$ cat src/ssfp_pkg.sv
// constants and types shared by the serial frame port files
// assumes a single system clock domain; pins are synchronised before use
package ssfp_pkg;
	localparam int unsigned WORD_W     = 16;
	localparam int unsigned CNT_W      = 5;
	localparam logic [4:0]  CNT_FULL   = 5'h10;
	localparam logic [4:0]  CNT_SAT    = 5'h11;
	localparam logic [4:0]  CNT_NONE   = 5'h00;
	localparam int unsigned ADDR_LSB   = 0;
	localparam int unsigned ADDR_W     = 7;
	localparam int unsigned ACC_BIT    = 7;
	localparam int unsigned DATA_LSB   = 8;
	localparam int unsigned DATA_W     = 8;
	localparam int unsigned ERR_BIT    = 15;
	localparam int unsigned FIFO_DEPTH = 4;
	localparam logic [15:0] WORD_RST   = 16'h0000;
	localparam int unsigned SYNC_W     = 3;

	typedef enum logic [0:0] {
		SSFP_IDLE  = 1'b0,
		SSFP_FRAME = 1'b1
	} ssfp_state_t;
endpackage

$ cat src/ssfp_word_if.sv
// word carrier between the frame port and its output queue
// assumes both ends run on the system clock
interface ssfp_word_if #(parameter int unsigned W = 16);
	logic         valid;
	logic         ready;
	logic [W-1:0] data;
	modport src (output valid, output data, input ready);
	modport snk (input valid, input data, output ready);
endinterface

$ cat src/ssfp_top.sv
// serial frame port: 16-bit command slave behind chip select, clock, data in/out
// assumes pins are asynchronous to CLK_SYS_I and the link clock runs well below it
// Summary of operation
// - one command is a 16-bit word shifted in during one select-low frame
// - a frame opens when chip select goes low and stays open while low
// - the word is decoded only after chip select returns high
// - serial out is released to high impedance when chip select goes high
// - serial in is captured on every falling serial clock edge
// - the response shifts one bit after every rising serial clock edge
// - no daisy chain: serial in never reaches serial out
// - only 0 or 16 clocks are legal; else discard and show error first bit
// - serial clock high at either select edge is a frame error; the command is dropped only if high at the select rise
// - bits 6..0 address, bit 7 access type, bits 15..8 data
// - no command is interpreted while the device is in restart
module ssfp_top
	import ssfp_pkg::*;
(
	input  wire logic                 CLK_SYS_I,
	input  wire logic                 RST_B_I,
	input  wire logic                 CHIP_SELECT_N_I,
	input  wire logic                 SCLK_I,
	input  wire logic                 SERIAL_IN_I,
	output logic                      SERIAL_OUT_O,
	output logic                      SERIAL_OUT_OE_O,
	input  wire logic                 RESTART_I,
	input  wire logic [ssfp_pkg::WORD_W-1:0] RSP_DATA_I,
	output logic                      CMD_VALID_O,
	input  wire logic                 CMD_READY_I,
	output logic [ssfp_pkg::ADDR_W-1:0] CMD_ADDR_O,
	output logic                      CMD_ACCESS_O,
	output logic [ssfp_pkg::DATA_W-1:0] CMD_DATA_O
);
	import ssfp_pkg::*;

	typedef struct packed {
		ssfp_state_t       state;
		logic [CNT_W-1:0]  bit_cnt;
		logic [WORD_W-1:0] in_shift;
		logic [WORD_W-1:0] out_shift;
		logic              err;
		logic              rst_seen;
		logic              pend;
		logic [WORD_W-1:0] pend_word;
		logic              sclk_d;
		logic              cs_n_d;
		logic              oe;
	} ssfp_top_st_t;

	ssfp_top_st_t      st_r;
	ssfp_top_st_t      st_nxt;
	logic [SYNC_W-1:0] pins_s;
	logic              cs_n_s;
	logic              sclk_s;
	logic              sdi_s;
	logic              cs_fall;
	logic              cs_rise;
	logic              sclk_fall;
	logic              sclk_rise;
	logic              frame_bad;
	logic [WORD_W-1:0] fifo_word;

	ssfp_word_if #(.W(WORD_W)) word_if ();

	// chip select idles high, clock idles low
	ssfp_sync #(.N(SYNC_W)) u_sync (
		.clk_i     (CLK_SYS_I),
		.rst_b_i   (RST_B_I),
		.rst_val_i (3'h4),
		.d_i       ({CHIP_SELECT_N_I, SCLK_I, SERIAL_IN_I}),
		.q_o       (pins_s)
	);

	assign cs_n_s    = pins_s[2];
	assign sclk_s    = pins_s[1];
	assign sdi_s     = pins_s[0];
	assign cs_fall   = st_r.cs_n_d && !cs_n_s;
	assign cs_rise   = !st_r.cs_n_d && cs_n_s;
	assign sclk_fall = st_r.sclk_d && !sclk_s;
	assign sclk_rise = !st_r.sclk_d && sclk_s;

	// bad count, clock high at release, or restart seen during the frame
	assign frame_bad = ((st_r.bit_cnt != CNT_NONE) && (st_r.bit_cnt != CNT_FULL))
		|| sclk_s
		|| st_r.rst_seen || RESTART_I;

	always_comb begin
		st_nxt = st_r;
		st_nxt.sclk_d = sclk_s;
		st_nxt.cs_n_d = cs_n_s;
		if (st_r.pend && word_if.ready) begin
			st_nxt.pend = 1'b0;
		end
		case (st_r.state)
			SSFP_IDLE: begin
				if (cs_fall) begin
					st_nxt.state = SSFP_FRAME;
					st_nxt.bit_cnt = CNT_NONE;
					st_nxt.rst_seen = RESTART_I;
					st_nxt.oe = 1'b1;
					// error is reported once, in the first bit of this frame
					st_nxt.out_shift = {st_r.err, RSP_DATA_I[ERR_BIT-1:0]};
					st_nxt.err = sclk_s;
				end
			end
			SSFP_FRAME: begin
				if (sclk_fall) begin
					st_nxt.in_shift = {st_r.in_shift[WORD_W-2:0], sdi_s};
					if (st_r.bit_cnt != CNT_SAT) begin
						st_nxt.bit_cnt = st_r.bit_cnt + CNT_W'(1);
					end
				end
				if (sclk_rise) begin
					st_nxt.out_shift = {st_r.out_shift[WORD_W-2:0], 1'b0};
				end
				if (RESTART_I) begin
					st_nxt.rst_seen = 1'b1;
				end
				if (cs_rise) begin
					st_nxt.state = SSFP_IDLE;
					st_nxt.oe = 1'b0;
					if (frame_bad) begin
						st_nxt.err = 1'b1;
					end else if (st_r.bit_cnt == CNT_FULL) begin
						// queue still blocked: drop the word and flag it
						if (st_nxt.pend) begin
							st_nxt.err = 1'b1;
						end else begin
							st_nxt.pend = 1'b1;
							st_nxt.pend_word = st_r.in_shift;
						end
					end
				end
			end
			default: begin
				st_nxt.state = SSFP_IDLE;
				st_nxt.oe = 1'b0;
			end
		endcase
	end

	always_ff @(posedge CLK_SYS_I or negedge RST_B_I) begin
		if (!RST_B_I) begin
			st_r <= '{state: SSFP_IDLE, bit_cnt: CNT_NONE, in_shift: WORD_RST,
				out_shift: WORD_RST, err: 1'b0, rst_seen: 1'b0, pend: 1'b0,
				pend_word: WORD_RST, sclk_d: 1'b0, cs_n_d: 1'b1, oe: 1'b0};
		end else begin
			st_r <= st_nxt;
		end
	end

	assign word_if.valid = st_r.pend;
	assign word_if.data  = st_r.pend_word;

	ssfp_fifo #(.W(WORD_W), .DEPTH(FIFO_DEPTH)) u_fifo (
		.clk_i       (CLK_SYS_I),
		.rst_b_i     (RST_B_I),
		.in_if       (word_if),
		.out_valid_o (CMD_VALID_O),
		.out_ready_i (CMD_READY_I),
		.out_data_o  (fifo_word)
	);

	assign CMD_ADDR_O      = fifo_word[ADDR_LSB +: ADDR_W];
	assign CMD_ACCESS_O    = fifo_word[ACC_BIT];
	assign CMD_DATA_O      = fifo_word[DATA_LSB +: DATA_W];
	assign SERIAL_OUT_O    = st_r.out_shift[ERR_BIT];
	assign SERIAL_OUT_OE_O = st_r.oe;
endmodule

$ cat src/ssfp_sync.sv
// two-flop synchroniser for a group of asynchronous pins
// assumes nothing reads the first stage except the second
module ssfp_sync #(
	parameter int unsigned N = 1
) (
	input  wire logic         clk_i,
	input  wire logic         rst_b_i,
	input  wire logic [N-1:0] rst_val_i,
	input  wire logic [N-1:0] d_i,
	output logic      [N-1:0] q_o
);
	typedef struct packed {
		logic [N-1:0] meta;
		logic [N-1:0] stab;
	} ssfp_sync_st_t;

	ssfp_sync_st_t st_r;
	ssfp_sync_st_t st_nxt;
	logic          seeded_r;

	always_comb begin
		st_nxt = st_r;
		st_nxt.meta = d_i;
		st_nxt.stab = st_r.meta;
	end

	// constant under reset; both stages take the idle level on the first clock after release
	always_ff @(posedge clk_i or negedge rst_b_i) begin
		if (!rst_b_i) begin
			st_r <= '0;
			seeded_r <= 1'b0;
		end else begin
			seeded_r <= 1'b1;
			if (seeded_r) begin
				st_r <= st_nxt;
			end else begin
				st_r <= '{meta: rst_val_i, stab: rst_val_i};
			end
		end
	end

	// idle level shown until seeded, so no false edge follows reset
	assign q_o = seeded_r ? st_r.stab : rst_val_i;
endmodule

$ cat src/ssfp_fifo.sv
// small word queue with valid/ready on both sides
// assumes fill and drain share the system clock
module ssfp_fifo #(
	parameter int unsigned W     = 16,
	parameter int unsigned DEPTH = 4
) (
	input  wire logic         clk_i,
	input  wire logic         rst_b_i,
	ssfp_word_if.snk          in_if,
	output logic              out_valid_o,
	input  wire logic         out_ready_i,
	output logic      [W-1:0] out_data_o
);
	localparam int unsigned PW = $clog2(DEPTH);

	typedef struct packed {
		logic [DEPTH-1:0][W-1:0] mem;
		logic [PW-1:0]           wr;
		logic [PW-1:0]           rd;
		logic [PW:0]             cnt;
	} ssfp_fifo_st_t;

	ssfp_fifo_st_t st_r;
	ssfp_fifo_st_t st_nxt;
	logic          push;
	logic          pop;

	assign in_if.ready = (st_r.cnt != (PW+1)'(DEPTH));
	assign out_valid_o = (st_r.cnt != '0);
	assign out_data_o  = st_r.mem[st_r.rd];
	assign push        = in_if.valid && in_if.ready;
	assign pop         = out_valid_o && out_ready_i;

	always_comb begin
		st_nxt = st_r;
		if (push) begin
			st_nxt.mem[st_r.wr] = in_if.data;
			st_nxt.wr = (st_r.wr == PW'(DEPTH - 1)) ? '0 : st_r.wr + PW'(1);
		end
		if (pop) begin
			st_nxt.rd = (st_r.rd == PW'(DEPTH - 1)) ? '0 : st_r.rd + PW'(1);
		end
		st_nxt.cnt = st_r.cnt + (PW+1)'(push) - (PW+1)'(pop);
	end

	always_ff @(posedge clk_i or negedge rst_b_i) begin
		if (!rst_b_i) begin
			st_r <= '0;
		end else begin
			st_r <= st_nxt;
		end
	end
endmodule

$ cat config.mk
export PLATFORM = sky130hd
export DESIGN_NAME = ssfp_top
export DESIGN_NICKNAME = d
export VERILOG_FILES = /design/src/ssfp_pkg.sv /design/src/ssfp_word_if.sv /design/src/ssfp_top.sv /design/src/ssfp_sync.sv /design/src/ssfp_fifo.sv
export SDC_FILE = /design/constraint.sdc
export NUM_CORES = 1
export LEC_CHECK = 0
export BUFFER_PORTS_ARGS = -buffer_cell sky130_fd_sc_hd__buf_4
export CAP_MARGIN = 15
export CORE_MARGIN = 8
export CORE_UTILIZATION = 40
export DETAILED_ROUTE_END_ITERATION = 16
export GPL_ROUTABILITY_DRIVEN = 0
export PLACE_DENSITY = 0.63
export SLEW_MARGIN = 20
export SYNTH_ARGS = -nofsm -noshare
export SYNTH_HDL_FRONTEND = slang
export SYNTH_SLANG_ARGS = --single-unit
$ cat constraint.sdc
create_clock -name CLK_SYS_I -period 4.1 [get_ports CLK_SYS_I]
set_input_delay 0.82 -clock CLK_SYS_I [delete_from_list [all_inputs] [get_ports CLK_SYS_I]]
set_output_delay 0.82 -clock CLK_SYS_I [all_outputs]
set_load 0.01 [all_outputs]
==> summary.txt, run 1 <==
Min path
  • Hold path depth: 1
  • Min-delay src: u_sync.st_nxt[2]
  • Hold endpoint: u_sync.st_r[2]
  • Hold WC Path Type: flip-flop to flip-flop

Setup path
  • Worst r2r dst: word_if.data[8]
  • CP Cell Sequence: mux4_2 -> buf_4
  • Crit end category: primary output
  • Crit start category: flip-flop
  • Slowest-stage cell, CP: dfrtp_1
  • CP max stage delay: 0.91 ns
  • Critical-path maximum fanout: 18
  • Critical path class: flip-flop to primary output
  • Worst R2R Path Depth: 5
  • Arr. time, crit path: 1.96 ns
  • Worst Setup SP: u_fifo.st_r[4]
  • R2r setup slk: 1.64 ns
  • Critical Path RT: 3.28 ns
  • Worst flop-to-flop path startpoint: u_sync.seeded_r

Global route
  • Total grt overflow: 0
  • Global-route wire length before repair: 17610 um
  • GR Util met2: 0.1970
  • Number of global-route vias before repair: 3463
  • Pin count of the biggest net entering global routing: 120
  • Grt peak-use layer: met2
  • Met3 Use GR: 0.03514
  • Initial antenna violation count: 0
  • Gr usage total: 0.1215
  • GR Util met1: 0.1465

Job
  • Max-cap violations: 0

Finish
  • Synth-to-Final Area Change: 17.84%
  • Commonest non-fill, non-tap cell in the layout: dfrtp_1
  • Diodes inserted: 0
  • Layout cells sized above 1: 0.4190
  • Nets@finish: 485
  • Commonest cells after routing, fill and taps aside: dfrtp_1 (137), mux2_2 (86), buf_4 (45)
  • Fill cells: 1289
  • Finished Layout Cells: 647

Synth
  • Predominant post-synthesis flop cell: dfrtp_1
  • Post-Synthesis Cells: 403
  • Avg Cell Area, Syn: 14.76 um2
  • EDFF count, synth: 0
  • Yosys warning total: 0
  • Synth unique cells: 44
  • Synthesized flop and latch total: 138
  • Synthesized Nets: 437
  • Post-Syn Area: 0.005947 mm2
  • Synth async-reset ratio: 1.000
  • Sequential element share of the synthesized area: 0.5809

Routing
  • Drt wl/cell: 16.28 um
  • Via density per instance: 5.057
  • DR iter-0 viols: 158
  • Final WL: 10530 um
  • DRC viols: 0
  • DR vias: 3272
  • Post-route ant nets: 0
  • Initial DRT Pass Iterations: 5

Outcome
  • Status: complete, no violations

Floorplan
  • DIE AREA: 0.01902 mm2
  • # rows: 44
  • IO Count: 42
  • Core area: 0.01453 mm2
  • Die width: 137.9 um
  • Die height: 137.9 um
  • Initial Util: 0.4092

Timing
  • Final Hold Fails: 0
  • Setup TNS: 0 ns
  • Slew margin rel.: 0.3750
  • Worst slew pin tran: 0.9374 ns
  • RSZ-0062 raised after global routing: no
  • Setup Skew: 0.007989 ns
  • Slew Viols, Final: 0
  • Final min period: 2.781 ns
  • Setup Viol. Count Final: 0
  • Maximum clock rate: 359.6 MHz
  • Period utilisation layout: 0.6782
  • WHS: 0.4236 ns

Power
  • Max VDD drop: 0.3532 mV
  • PwrDens: 504.7 mW/mm2
  • LEAKAGE: 3.514 nW

CTS
  • Worst-Skew Late Latency: 0.41 ns
  • Clock-pin slew on the worst setup and hold paths: 0.06 ns
  • Longest Clk Path Bufs: 2
  • H-tree lvl count: 4
  • Clock Sinks: 138
  • Clock root buffer: clkbuf_16
  • CTS buffer count: 17
  • Post-CTS Setup Bufs: 0
  • Hold_buf cts: 0
  • CTS tree: built
  • CTS resizes: 0

Placement
  • Port Buffers: 40
  • Cell total after placement: 616
  • Post-DP HPWL: 6645 um
==> registers in the layout (all words and copies together), names as in the netlist <==
register and count:
word_if.valid 1, SERIAL_OUT_OE_O 1, u_sync.st_r 3, st_r 41, SERIAL_OUT_O 1, u_sync.st_nxt 3
u_fifo.st_r 71, word_if.data 16, u_sync.seeded_r 1
==> report_power, final <==
| part | total (mW) | internal (mW) | leakage [nW] | switching [mW] |
|---|---|---|---|---|
| sequential | 1.60 | 1.48 | 1.86 | 0.117 |
| clock | 1.49 | 0.953 | 0.282 | 0.541 |
| combinational | 0.441 | 0.220 | 1.37 | 0.221 |
==> logic make-up after synthesis <==
logic type | Yosys count | synth area share
and+or+nand+nor | 61 | 0.05428
buffers and inverters | 28 | 0.02419
other | 1 | 0.0006306
xor gates and xnor gates | 2 | 0.002946
muxes | 133 | 0.2840
DFF | 138 | 0.5809
adders and majority gates | 11 | 0.02441
AOI/OAI and AO/OA | 29 | 0.02862
==> cells in the mapped netlist (2+ instances only) <==
cell	instances	area share
dfrtp_1	137	0.58
mux2_2	86	0.16
nand2_1	29	0.018
mux2i_1	21	0.035
o21ai_0	20	0.017
mux4_2	16	0.061
inv_1	11	0.0069
ha_1	10	0.021
mux2_4	10	0.025
buf_2	7	0.0059
nor2_1	6	0.0038
and2_1	5	0.0053
clkbuf_1	5	0.0032
nand2_2	4	0.0042
a21oi_1	2	0.0017
and3_1	2	0.0021
buf_6	2	0.0038
nand3_1	2	0.0017
nor3_1	2	0.0017
or2b_1	2	0.0025
==> worst max-delay path by stage <==
stage                       end  slack (ns)
3_3_place_gp    word_if.data[9]        1.25
2_1_floorplan     CMD_ADDR_O[0]        1.83
5_1_grt           CMD_ADDR_O[5]        1.22
4_1_cts           CMD_ADDR_O[5]        1.28
3_5_place_dp   word_if.data[10]        1.24
6_report          CMD_ADDR_O[5]        1.32
==> cell type report <==
type	instances	area, um2	area share
flip-flops and latches	138	3455	0.4929
clock buffers	24	491.7	0.07017
multi-input cells	237	2349	0.3351
well taps	184	230.2	0.03285
repair buffers	46	351.6	0.05017
clock inverters	7	90.09	0.01285
inverters	11	41.29	0.005892
==> metal layers <==
layer / vias to the layer above / wire length (um)
met1: 1678 / 4762
met5: - / 0
met2: 41 / 5226
li1: 1539 / -
met3: 14 / 367
met4: 0 / 178
==> through the flow <==
stage               total power, mW  cell area (um2)  setup slack [ns]    util
global placement              2.058             6424             1.252  0.4420
CTS                           3.594             7005             1.277  0.4820
detailed placement            2.084             6424             1.236  0.4420
finish                        3.537             7008             1.319  0.4822
global route                  3.723             7008             1.218  0.4822
floorplan                     1.921             5947             1.830       -
==> critical path: cells and delay by family (launching register included) <==
family | cells | cell delay, ns
buf+inv | 1 | 0.17
mux | 1 | 0.46
flops | 1 | 0.91
Power figures use the tool's default switching activity.
==> inputs of run 2 (changes only) <==
- ABC_AREA: unset -> 1
- PLACE_DENSITY: 0.63 -> 0.65
- clock period: 4.1 -> 2.25 ns (I/O delays scaled with it)
==> run 2 against run 1 <==
Effect of this change: synthesized cell count is 72% higher; clock power rose by 100%; sequential power is 74% higher; cell count rose by 45%; clock-buffer cell count down 5; worst hold slack worse by 0.20 ns; critical path depth is 2 higher; via count is 44% higher; first-iteration DRC count rose to 2.6 times the previous value; non-clock buffer count is 12 higher.
==> summary.txt, run 2 <==
Floorplan
  • Die height: 139.1 um (+0.83%)
  • # rows: 45 (+2.3%)
  • Die width: 139.1 um (+0.83%)
  • Core area: 0.01498 mm2 (+3.0%)
  • Initial Util: 0.4046 (-0.004582)
  • IO Count: 42 (unchanged)
  • DIE AREA: 0.01934 mm2 (+1.7%)

Routing
  • DRC viols: 0 (unchanged)
  • DR iter-0 viols: 409 (+160%)
  • Routed wl met2: 5953 um (+14%)
  • Met1 Wirelength: 5918 um (+24%)
  • Met3 wire len: 697 um (+90%)
  • Initial DRT Pass Iterations: 5 (unchanged)
  • Post-route ant nets: 0 (unchanged)
  • Via density per instance: 5.033 (-0.48%)
  • DR vias: 4721 (+44%)
  • Drt wl/cell: 13.51 um (-17%)
  • Final WL: 12670 um (+20%)
  • Max layer used: met4

Min path
  • Min-delay src: SERIAL_IN_I
  • Hold WC Path Type: input pin to flip-flop
  • Hold endpoint: u_sync.st_nxt[0]
  • Hold path depth: 3 (+2)

Finish
  • Synth-to-Final Area Change: 19.78%
  • Reg area: 0.003455 mm2 (unchanged)
  • Multi-input logic area: 0.002216 mm2 (-5.6%)
  • Diodes inserted: 0 (unchanged)
  • Finished Layout Cells: 938 (+45%)
  • Final instance area: 0.007258 mm2 (+3.6%)
  • Nets@finish: 771 (+59%)
  • Layout Utilization: 0.4846 (+0.002448)
  • Biggest register: u_fifo.st_r
  • Number of flip-flops in the largest register: 71 (unchanged)
  • Layout cells sized above 1: 0.1427 (-0.2763)
  • Fill cells: 1425 (+11%)
  • Commonest cells after routing, fill and taps aside: nand2_1 (192), dfrtp_1 (137), o21ai_0 (133)
  • Commonest non-fill, non-tap cell in the layout: nand2_1

Timing
  • Final worst-path setup slack: 0.1370 ns (-1.182 ns)
  • Setup Viol. Count Final: 0 (unchanged)
  • Period utilisation layout: 0.9391
  • RSZ-0062 raised after global routing: no
  • Setup Skew: 0.009819 ns (+0.001830 ns)
  • Maximum clock rate: 473.3 MHz
  • WHS: 0.2235 ns (-0.2001 ns)
  • Slew Viols, Final: 0 (unchanged)
  • Final min period: 2.113 ns
  • Final Hold Fails: 0 (unchanged)
  • Setup TNS: 0 ns (unchanged)

CTS
  • CTS buffer count: 17 (unchanged)
  • Clock Sinks: 138 (unchanged)
  • H-tree lvl count: 4 (unchanged)
  • Clock root buffer: clkbuf_16
  • Worst-Skew Late Latency: 0.41 ns (about the same)
  • CTS tree: built
  • Post-CTS Setup Bufs: 0 (unchanged)
  • Longest Clk Path Bufs: 2 (unchanged)
  • Clock-pin slew on the worst setup and hold paths: 0.06 ns (about the same)

Power
  • Tot Pwr: 7.459 mW (+110%)
  • Sw Share: 0.2899 (+0.04147)
  • LEAKAGE: 3.498 nW (-0.46%)
  • Switch Pwr: 2.162 mW (+150%)
  • PwrDens: 1028 mW/mm2 (+100%)
  • Max VDD drop: 0.5220 mV (+48%)
  • Seq pwr share: 0.372 (-0.081)
  • Internal Power: 5.297 mW (+99%)
  • Comb power frac: 0.229 (+0.104)
  • Part of the power in the clock network: 0.399 (-0.023)

Setup path
  • Worst r2r dst: u_fifo.st_r[2]
  • Crit end category: primary output
  • Critical Path RT: 1.80 ns (-1.48 ns)
  • Critical-path maximum fanout: 34 (+16)
  • Arr. time, crit path: 1.66 ns (-0.30 ns)
  • Worst flop-to-flop path startpoint: u_fifo.st_r[2]
  • R2r setup slk: 0.33 ns (-1.31 ns)
  • Crit start category: flip-flop
  • Critical path class: flip-flop to primary output
  • Worst R2R Path Depth: 7 (+2)

Synth
  • Post-Synthesis Cells: 694 (+72%)
  • Synthesized Nets: 728 (+67%)
  • Avg Cell Area, Syn: 8.731 um2 (-41%)
  • EDFF count, synth: 0 (unchanged)
  • Top-area cell type share of the netlist area: 0.5658 (-0.01071)
  • Synth async-reset ratio: 1.000 (unchanged)
  • Predominant post-synthesis flop cell: dfrtp_1
  • Synthesized flop and latch total: 138 (unchanged)
  • Post-Syn Area: 0.006060 mm2 (+1.9%)
  • Yosys warning total: 0 (unchanged)
  • Most frequent cell after synthesis: nand2_1
  • Sequential element share of the synthesized area: 0.5701 (-0.01080)
  • Area leader, netlist: dfrtp_1
  • Dominant cells by area after synthesis: dfrtp_1 (57%), nand2_1 (12%), o21ai_0 (11%)
  • Synth unique cells: 35 (-20%)
  • Post-synth top cells: nand2_1 (192), dfrtp_1 (137), o21ai_0 (133)

Placement
  • Cell total after placement: 905 (+47%)
  • DP Area: 0.006603 mm2 (+2.8%)
  • Post-DP HPWL: 8177 um (+23%)
  • Worst slack, placed: 0.3440 ns (-0.8924 ns)
  • Port Buffers: 40 (unchanged)

Global route
  • Number of global-route vias before repair: 4805 (+39%)
  • Total grt overflow: 0 (unchanged)
  • Gr usage total: 0.1416 (+0.02011)
  • Initial antenna violation count: 0 (unchanged)
  • Global-route wire length before repair: 22820 um (+30%)
  • Pin count of the biggest net entering global routing: 55 (-54%)

Job
  • Max-cap violations: 0 (unchanged)

Outcome
  • Status: complete, no violations
==> run 2: power by group through the flow <==
stage	registers, mW	logic, mW	clock network [mW]
floorplan	2.81	0.996	0
global placement	2.80	1.69	0
detailed placement	2.81	1.74	0
CTS	2.77	1.75	3.04
global route	2.80	1.96	3.17
finish	2.78	1.71	2.98
==> run 2: cell families after synthesis <==
logic type,Yosys count,synth area share
AND/OR/NAND/NOR,276,0.1900
AO/OA/AOI/OAI,167,0.1483
flip-flops,138,0.5701
buffers and inverters,99,0.06422
adder cells (fa/ha/maj),11,0.02395
XOR/XNOR,2,0.002891
other,1,0.0006189
==> run 2: worst max path at each step <==
stage / start / to / slack [ns] / cells past startpoint
5_1_grt: u_fifo.st_r[3] / CMD_DATA_O[5] / 0.01 / 4
6_report: u_fifo.st_r[3] / CMD_DATA_O[5] / 0.14 / 4
3_3_place_gp: CMD_READY_I / u_fifo.st_r[2] / 0.38 / 7
4_1_cts: u_fifo.st_r[4] / CMD_DATA_O[5] / 0.01 / 4
2_1_floorplan: u_fifo.st_r[1] / u_fifo.st_r[2] / 0.27 / 7
3_5_place_dp: u_fifo.st_r[2] / u_fifo.st_r[2] / 0.34 / 7
==> run 2: layer usage <==
metal  global-route usage  up-vias
met5                    0        -
met4              0.05430        0
met3              0.04234       12
met2               0.2293      115
met1               0.1750     2248
li1                     -     2346
==> run 2: worst max-delay path, cell delays in order (launching register included) <==
cell and delay, ns:
dfrtp_1 0.34, buf_4 0.33, o21ai_0 0.15, o22ai_1 0.24, buf_4 0.17
==> run 2: final cells by class <==
type | count | area share
sequential | 138 | 0.4760
multi-input combinational | 457 | 0.3053
timing repair buffer | 58 | 0.06378
clock buffer | 19 | 0.06240
inverter | 65 | 0.03413
tap | 188 | 0.03241
clock inverter | 13 | 0.02603
==> run 2: what timing repair did <==
action                     in CTS  in global routing
setup endpoints to repair       0                 14
gates resized for setup         0                  1
hold endpoints to repair       30                  0
hold buffers                    1                  0
